**src/inc/supervisor_pkg.sv**
```systemverilog
package supervisor_pkg;

    localparam int unsigned CLK_HZ           = 100_000_000;
    localparam int unsigned CLK_PERIOD_NS    = 10;
    localparam int unsigned HOLD_MS          = 200;
    localparam int unsigned WDOG_MS          = 1600;
    localparam int unsigned GRACE_US         = 10;
    localparam int unsigned KICK_MIN_NS      = 100;
    localparam int unsigned TICK_NS          = 1000;
    localparam int unsigned TICK_CYCLES      = TICK_NS / CLK_PERIOD_NS;
    localparam int unsigned HOLD_TICKS       = HOLD_MS * 1000;
    localparam int unsigned WDOG_TICKS       = WDOG_MS * 1000;
    localparam int unsigned GRACE_TICKS      = GRACE_US;
    localparam int unsigned KICK_MIN_CYCLES  = KICK_MIN_NS / CLK_PERIOD_NS;
    localparam int unsigned CNT_W            = 24;
    localparam int unsigned TICK_W           = 8;

    typedef struct packed {
        logic supply_ok;
        logic above_switchover;
        logic battery_ok;
        logic power_fail_ok;
    } analog_t;

    typedef enum logic [1:0] {
        ST_RUN     = 2'b00,
        ST_HELD    = 2'b01,
        ST_HOLD_LO = 2'b10,
        ST_HOLD_HI = 2'b11
    } rst_state_t;

endpackage : supervisor_pkg

```
**src/rtl/sync2.sv**
```systemverilog
`timescale 1ns/1ns
`default_nettype none
module sync2 #(
    parameter int unsigned W = 1
) (
    // Clock and reset
    input  wire logic         core_clk,
    input  wire logic         arst_n,
    // Data
    input  wire logic [W-1:0] din,
    output logic      [W-1:0] dout
);
    logic [W-1:0] meta_q;
    logic [W-1:0] sync_q;

    always_ff @(posedge core_clk or negedge arst_n) begin
        if (!arst_n) begin
            meta_q <= '0;
            sync_q <= '0;
        end else begin
            meta_q <= din;
            sync_q <= meta_q;
        end
    end

    assign dout = sync_q;
endmodule : sync2
`default_nettype wire

```
**src/rtl/tick_gen.sv**
```systemverilog
`timescale 1ns/1ns
`default_nettype none
module tick_gen #(
    parameter int unsigned DIV = supervisor_pkg::TICK_CYCLES
) (
    // Clock and reset
    input  wire logic core_clk,
    input  wire logic arst_n,
    // Tick
    output logic      tick
);
    localparam int unsigned W = supervisor_pkg::TICK_W;
    logic [W-1:0] cnt_q;
    logic [W-1:0] cnt_d;

    always_comb begin
        cnt_d = (cnt_q == W'(DIV - 1)) ? '0 : cnt_q + 1'b1;
    end

    always_ff @(posedge core_clk or negedge arst_n) begin
        if (!arst_n) begin
            cnt_q <= '0;
        end else begin
            cnt_q <= cnt_d;
        end
    end

    assign tick = (cnt_q == W'(DIV - 1));
endmodule : tick_gen
`default_nettype wire

```
**src/rtl/supply_supervisor_reset_watchdog.sv**
```systemverilog
`timescale 1ns/1ns
`default_nettype none
module supply_supervisor_reset_watchdog #(
    parameter int unsigned HOLD_TICKS  = supervisor_pkg::HOLD_TICKS,
    parameter int unsigned WDOG_TICKS  = supervisor_pkg::WDOG_TICKS,
    parameter int unsigned GRACE_TICKS = supervisor_pkg::GRACE_TICKS,
    parameter int unsigned TICK_DIV    = supervisor_pkg::TICK_CYCLES
) (
    // Clock and reset
    input  wire logic                    core_clk,
    input  wire logic                    arst_n,
    // Analog comparator results
    input  wire supervisor_pkg::analog_t analog_in,
    // Processor side
    input  wire logic                    manual_reset_n,
    input  wire logic                    watchdog_kick_in,
    input  wire logic                    chip_select_in_n,
    output logic                         reset_n_oe,
    output logic                         reset_out,
    output logic                         watchdog_fault_n,
    output logic                         battery_good,
    // Power-fail pin, driven low by this device or by the outside party
    input  wire logic                    power_fail_out_n_i,
    output logic                         power_fail_out_n_o,
    output logic                         power_fail_out_n_oe,
    // RAM side
    output logic                         chip_select_out_n,
    output logic                         backup_connect
);
    localparam int unsigned CW = supervisor_pkg::CNT_W;

    // Pin synchronisation
    supervisor_pkg::analog_t an;
    logic                    mr_n;
    logic                    kick;
    logic                    cs_n;
    logic                    pfo_pin;
    logic [7:0]              sync_in;
    logic [7:0]              sync_out;

    // Comparator lines idle low at reset, so the device powers up in reset
    assign sync_in = {analog_in, manual_reset_n, watchdog_kick_in,
                      chip_select_in_n, power_fail_out_n_i};

    sync2 #(.W(8)) u_sync (
        .core_clk (core_clk),
        .arst_n   (arst_n),
        .din      (sync_in),
        .dout     (sync_out)
    );

    assign an      = sync_out[7:4];
    assign mr_n    = sync_out[3];
    assign kick    = sync_out[2];
    assign cs_n    = sync_out[1];
    assign pfo_pin = sync_out[0];

    logic tick;

    tick_gen #(.DIV(TICK_DIV)) u_tick (
        .core_clk (core_clk),
        .arst_n   (arst_n),
        .tick     (tick)
    );

    // Reset sequencer
    supervisor_pkg::rst_state_t st_q;
    supervisor_pkg::rst_state_t st_d;
    logic [CW-1:0]              hold_q;
    logic [CW-1:0]              hold_d;
    logic                       supply_low;
    logic                       pfo_forced;
    logic                       mr_req;
    logic                       in_reset;
    logic                       first_half;
    logic [1:0]                 own_q;
    logic [1:0]                 own_d;
    logic                       pfo_ext_low;

    assign supply_low = !an.supply_ok || !an.above_switchover;
    assign first_half = (st_q == supervisor_pkg::ST_HOLD_LO);
    // Synchronised pin lags our own pull-down by two cycles; a low level is an
    // outside hold only once our drive has been off that long
    assign pfo_ext_low = !pfo_pin && (own_q == 2'b00);
    assign pfo_forced  = first_half && pfo_ext_low;
    assign mr_req     = !mr_n && !pfo_forced;
    assign in_reset   = (st_q != supervisor_pkg::ST_RUN);

    always_comb begin
        st_d   = st_q;
        hold_d = hold_q;
        case (st_q)
            supervisor_pkg::ST_RUN: begin
                if (supply_low || mr_req) begin
                    st_d   = supervisor_pkg::ST_HELD;
                    hold_d = '0;
                end
            end
            supervisor_pkg::ST_HELD: begin
                hold_d = '0;
                if (!supply_low && !mr_req) begin
                    st_d = supervisor_pkg::ST_HOLD_LO;
                end
            end
            supervisor_pkg::ST_HOLD_LO, supervisor_pkg::ST_HOLD_HI: begin
                if (supply_low || mr_req) begin
                    st_d   = supervisor_pkg::ST_HELD;
                    hold_d = '0;
                end else if (tick) begin
                    hold_d = hold_q + 1'b1;
                    if (hold_q == CW'(HOLD_TICKS / 2 - 1)) begin
                        st_d = supervisor_pkg::ST_HOLD_HI;
                    end
                    if (hold_q == CW'(HOLD_TICKS - 1)) begin
                        st_d = supervisor_pkg::ST_RUN;
                    end
                end
            end
            default: begin
                st_d   = supervisor_pkg::ST_HELD;
                hold_d = '0;
            end
        endcase
    end

    always_ff @(posedge core_clk or negedge arst_n) begin
        if (!arst_n) begin
            st_q   <= supervisor_pkg::ST_HELD;
            hold_q <= '0;
        end else begin
            st_q   <= st_d;
            hold_q <= hold_d;
        end
    end

    // Open drain: enable pulls the line low
    assign reset_n_oe = in_reset;
    assign reset_out  = in_reset;

    // Reset-assert timer for the 10 us windows
    logic [CW-1:0] since_q;
    logic [CW-1:0] since_d;
    logic          grace_open;

    assign grace_open = in_reset && (since_q < CW'(GRACE_TICKS));

    always_comb begin
        since_d = since_q;
        if (!in_reset) begin
            since_d = '0;
        end else if (tick && grace_open) begin
            since_d = since_q + 1'b1;
        end
    end

    // Freshness seal
    logic seal_q;
    logic seal_d;
    logic armed_q;
    logic armed_d;

    always_comb begin
        seal_d  = seal_q;
        armed_d = armed_q;
        own_d   = {own_q[0], power_fail_out_n_oe};
        if (first_half && pfo_ext_low) begin
            armed_d = 1'b1;
        end
        if (st_q == supervisor_pkg::ST_RUN && st_d != supervisor_pkg::ST_RUN) begin
            armed_d = 1'b0;
        end
        if (seal_q && an.supply_ok) begin
            seal_d = 1'b0;
        end
        // Seal takes effect when the supply falls after a sealed power-up; set wins
        if (armed_q && st_q == supervisor_pkg::ST_RUN && supply_low) begin
            seal_d = 1'b1;
        end
    end

    assign backup_connect = !seal_q;

    // Watchdog, always on outside reset
    logic [CW-1:0] wd_q;
    logic [CW-1:0] wd_d;
    logic          kick_q;
    logic          fault_q;
    logic          fault_d;
    logic          kick_edge;

    // Synchronised at 10 ns, so 100 ns pulses give at least one edge
    assign kick_edge = kick ^ kick_q;

    always_comb begin
        wd_d    = wd_q;
        fault_d = fault_q;
        if (kick_edge || (in_reset && !grace_open)) begin
            wd_d    = '0;
            fault_d = 1'b0;
        end else if (!in_reset && tick) begin
            if (wd_q == CW'(WDOG_TICKS - 1)) begin
                fault_d = 1'b1;
            end else begin
                wd_d = wd_q + 1'b1;
            end
        end
    end

    always_ff @(posedge core_clk or negedge arst_n) begin
        if (!arst_n) begin
            since_q <= '0;
            seal_q  <= 1'b0;
            armed_q <= 1'b0;
            wd_q    <= '0;
            kick_q  <= 1'b0;
            fault_q <= 1'b0;
            own_q   <= 2'b11;
        end else begin
            since_q <= since_d;
            seal_q  <= seal_d;
            armed_q <= armed_d;
            wd_q    <= wd_d;
            kick_q  <= kick;
            fault_q <= fault_d;
            own_q   <= own_d;
        end
    end

    assign watchdog_fault_n = an.above_switchover && !fault_q;
    assign battery_good     = an.above_switchover && an.battery_ok;

    // Power-fail output, first half forced high
    assign power_fail_out_n_o  = 1'b0;
    assign power_fail_out_n_oe = !first_half && (!an.power_fail_ok || !an.above_switchover);

    // Chip-select gating
    logic cs_hold_q;
    logic cs_hold_d;
    logic cs_q;
    logic cs_d;

    always_comb begin
        cs_hold_d = cs_hold_q;
        if (!in_reset) begin
            cs_hold_d = !cs_n;
        end else if (cs_n || !grace_open || first_half && since_q >= CW'(GRACE_TICKS)) begin
            cs_hold_d = 1'b0;
        end
        cs_d = 1'b1;
        if (!in_reset) begin
            cs_d = cs_n;
        end else if (cs_hold_q && !cs_n && grace_open) begin
            cs_d = 1'b0;
        end
    end

    always_ff @(posedge core_clk or negedge arst_n) begin
        if (!arst_n) begin
            cs_hold_q <= 1'b0;
            cs_q      <= 1'b1;
        end else begin
            cs_hold_q <= cs_hold_d;
            cs_q      <= cs_d;
        end
    end

    assign chip_select_out_n = cs_q;
endmodule : supply_supervisor_reset_watchdog
`default_nettype wire

```
**config.mk**
```make
export PLATFORM = sky130hd
export DESIGN_NAME = supply_supervisor_reset_watchdog
export DESIGN_NICKNAME = d
export VERILOG_FILES = /design/src/inc/supervisor_pkg.sv /design/src/rtl/sync2.sv /design/src/rtl/tick_gen.sv /design/src/rtl/supply_supervisor_reset_watchdog.sv
export SDC_FILE = /design/constraint.sdc
export NUM_CORES = 1
export LEC_CHECK = 0
export BUFFER_PORTS_ARGS = -buffer_cell sky130_fd_sc_hd__buf_2
export CAP_MARGIN = 20
export CORE_MARGIN = 2
export CORE_UTILIZATION = 60
export CTS_BUF_LIST = sky130_fd_sc_hd__clkbuf_8
export DETAILED_ROUTE_END_ITERATION = 6
export PLACE_DENSITY_LB_ADDON = 0.12
export SLEW_MARGIN = 25
export SYNTH_ARGS = -nofsm -noshare
export SYNTH_HDL_FRONTEND = slang
export SYNTH_HIERARCHICAL = 1
export SYNTH_SLANG_ARGS = --single-unit
```
**constraint.sdc**
```tcl
create_clock -name core_clk -period 5.5 [get_ports core_clk]
set_input_delay 0.55 -clock core_clk [delete_from_list [all_inputs] [get_ports core_clk]]
set_output_delay 0.55 -clock core_clk [all_outputs]
set_load 0.1 [all_outputs]
```
==> run_results.csv <==
group,metric,value,unit
status,status,"finished clean",
critical_path,cp_cell_sequence,"ha_1 -> nor4b_2 -> and3_1 -> mux2i_2 -> a31oi_2 -> nand2_1 -> or4_1 -> a21oi_1",
global_route,grt_max_degree,56,
timing,fin_setup_tns,0,ps
floorplan,core_area,7770,um^2
timing,maxSlewHeadroom,41.7,%
global_route,overflow,0,
drt,wl,8650,um
timing,fin_crit_sh,56.5,%
placement,placed_cells,566,
finish,drive_gt1_share,10.6,%
clock_tree,ctsLongestPathBuffers,2,
floorplan,initial_core_util,62.3,%
logic_synthesis,synth_cell_types,55,
finish,syn_to_final_growth,7.29,%
finish,fillerInstances,619,
finish,antennaDiodeCount,0,
clock_tree,cts.htree.levels,3,
placement,io_buffers,16,
global_route,track_usage,21.9,%
finish,final_nets,490,
clock_tree,holdBufCountCts,0,
finish,layout_common_cells,"102 x dfrtp_1, 41 x nor2_1, 29 x nand3_1",
global_route,grt_pass1_wl,15200,um
floorplan,rows,32,
logic_synthesis,synthArstFlopShare,100,%
critical_path,path_max_fanout,15,
timing,finalClockSkew,15.2,ps
finish,stdcell_count,582,
floorplan,fp.dieArea,8800,um^2
logic_synthesis,avgSynthCellArea,10.5,um^2
critical_path,crit_slowest_cell,"and3_1",
clock_tree,ctsRootBufferMaster,"clkbuf_8",
global_route,grt_pass1_vias,3175,
critical_path,worstSetupPathType,"flip-flop to flip-flop",
critical_path,required,5800,ps
drt,drcViolationCount,0,
critical_path,cp-start-kind,"flip-flop",
clock_tree,numCtsBuffers,9,
critical_path,cp.arrival,3410,ps
pwr,ir_drop,0.210,mV
drt,drt-initial-drc-count,225,
clock_tree,cts.sinks,106,
timing,maxSlewViolCount,0,
critical_path,critPathCaptureType,"flip-flop",
placement,dp_hpwl,5790,um
clock_tree,cts_setup_buffers,0,
logic_synthesis,syn-instance-count,459,
logic_synthesis,ys_seq_area_share,54.9,%
placement,place_congestion,0.857,
drt,viasPerCell,5.82,
logic_synthesis,synth_edf_count,0,
timing,rsz0062_at_grt,"no",
clock_tree,cts_resized,0,
floorplan,die-height,93.8,um
min_path,hp-class,"input port to asynchronous set/reset pin",
timing,setup_viol,0,
timing,tightest_slew,868,ps
drt,drtPass1Iterations,4,
floorplan,io_pins,18,
floorplan,die_x,93.8,um
timing,fin_crit,3110,ps
timing,hold_viol,0,
run,drv_cap,0,
pwr,power-per-cell-area,254,nW/um^2
drt,ant_nets,0,
logic_synthesis,syn_area,4840,um^2
logic_synthesis,syn-num-nets,474,
critical_path,crit_family,"simple AND/OR/NAND/NOR gates",
global_route,antenna_found_initial,0,
clock_tree,clk_pin_slew,110,ps
timing,fmax,0.322,GHz
pwr,total_power,1320,uW
logic_synthesis,synth_seq_cells,106,
finish,final_common_cell,"dfrtp_1",
drt,wl_per_cell,14.9,um
logic_synthesis,yosysWarnings,6,
logic_synthesis,synth_ff_type,"dfrtp_1",
clock_tree,clock_latency,380,ps
critical_path,max_stage_delay,590,ps
critical_path,crit_buf_inv,0,
drt,vias,3389,
finish,fin_util,66.8,%
pwr,p_leak,0.00217,uW
clock_tree,cts_tree,"yes",
## Yosys cell counts, types with 3 or more instances
library cell | number | area [um^2]
a21oi_1 | 21 | 105
xnor2_1 | 15 | 131
nor2b_1 | 5 | 31.3
and2_1 | 28 | 175
ha_1 | 5 | 62.6
xor2_1 | 19 | 166
clkbuf_1 | 7 | 26.3
nor2_1 | 41 | 154
or4_1 | 3 | 22.5
o211ai_1 | 3 | 22.5
nor4_1 | 14 | 87.6
a21o_1 | 3 | 22.5
and3_1 | 7 | 43.8
buf_4 | 4 | 30.0
nor3_1 | 8 | 40.0
nand4_1 | 15 | 93.8
nor3b_1 | 4 | 30.0
nor4b_1 | 3 | 26.3
nor4_2 | 3 | 37.5
dfstp_2 | 4 | 105
o21ai_0 | 24 | 120
or3_1 | 15 | 93.8
dfrtp_1 | 102 | 2550
inv_1 | 12 | 45.0
nand3_1 | 29 | 145
o31ai_1 | 3 | 22.5
and4_1 | 3 | 26.3
nand2_1 | 24 | 90.1
mux2i_1 | 4 | 40.0
## worst paths after layout
| path | slack (ps) | cells past startpoint | startpoint | end |
|---|---|---|---|---|
| worst min register to register | 350 | 0 | u_sync/meta_q[2] | u_sync/dout[2] |
| min in group core_clk | 260 | 1 | manual_reset_n | u_sync/meta_q[3] |
| worst max-delay path | 2390 | 8 | u_tick/cnt_q[0] | hold_q[20] |
| max in group asynchronous | 4200 | 2 | arst_n | hold_q[7] |
| worst max register to register | 2390 | 8 | u_tick/cnt_q[0] | hold_q[20] |
| worst min-delay path | 210 | 1 | arst_n | wd_q[11] |
## worst register-to-register path: cells and delay by family (launching register included)
family	cells	cell delay, ps
AOI/OAI and AO/OA	2	580
and+or+nand+nor	4	1580
adders and majority gates	1	240
DFF	1	410
muxes	1	220
## power breakdown
| part | internal (uW) | switching [uW] | leakage, uW |
|---|---|---|---|
| logic | 9.32 | 49.5 | 0.000659 |
| registers | 789 | 6.28 | 0.00141 |
| clock network | 177 | 287 | 0.000100 |
## layer usage
metal,global-route usage (%),wire [um]
met4,7.61,104
met1,32.2,4270
met2,32.1,3860
met3,5.14,407
met5,0,0
## cell families (layout without fill, tap and decap cells)
group	after synthesis	after routing	synth area share (%)
other	1	1	0.0775
adder cells (fa/ha/maj)	5	5	1.29
AND/OR/NAND/NOR	212	212	24.8
AO/OA/AOI/OAI	69	69	8.92
flip-flops	106	106	54.9
XOR/XNOR	34	34	6.15
buffers and inverters	26	47	2.38
multiplexers	6	6	1.42
## per-stage QoR
stage	hold slack, ps	worst slack [ps]	area, um^2
2_1_floorplan	254	1870	4840
3_3_place_gp	332	2570	5000
3_5_place_dp	335	2420	5000
4_1_cts	222	2380	5190
5_1_grt	241	2180	5190
6_report	208	2390	5190
## layout make-up
cell class                 count  area, um^2  share of cell area (%)
sequential                   106        2660                    51.2
timing repair buffer          18        97.6                    1.88
clock buffer                   9         124                    2.39
clock inverter                 7        70.1                    1.35
multi-input combinational    327        2070                    39.8
tap                          102         128                    2.46
inverter                      13        48.8                   0.940
## state kept, by name, summed over array words and instances, names as in the netlist
register / cells
st_q: 2
hold_q: 24
own_q: 2
u_sync/meta_q: 8
u_tick/cnt_q: 8
chip_select_out_n: 1
cs_hold_q: 1
since_q: 24
kick_q: 1
seal_q: 1
wd_q: 24
armed_q: 1
fault_q: 1
u_sync/dout: 8
No activity file was read; power rests on OpenSTA's default activity.
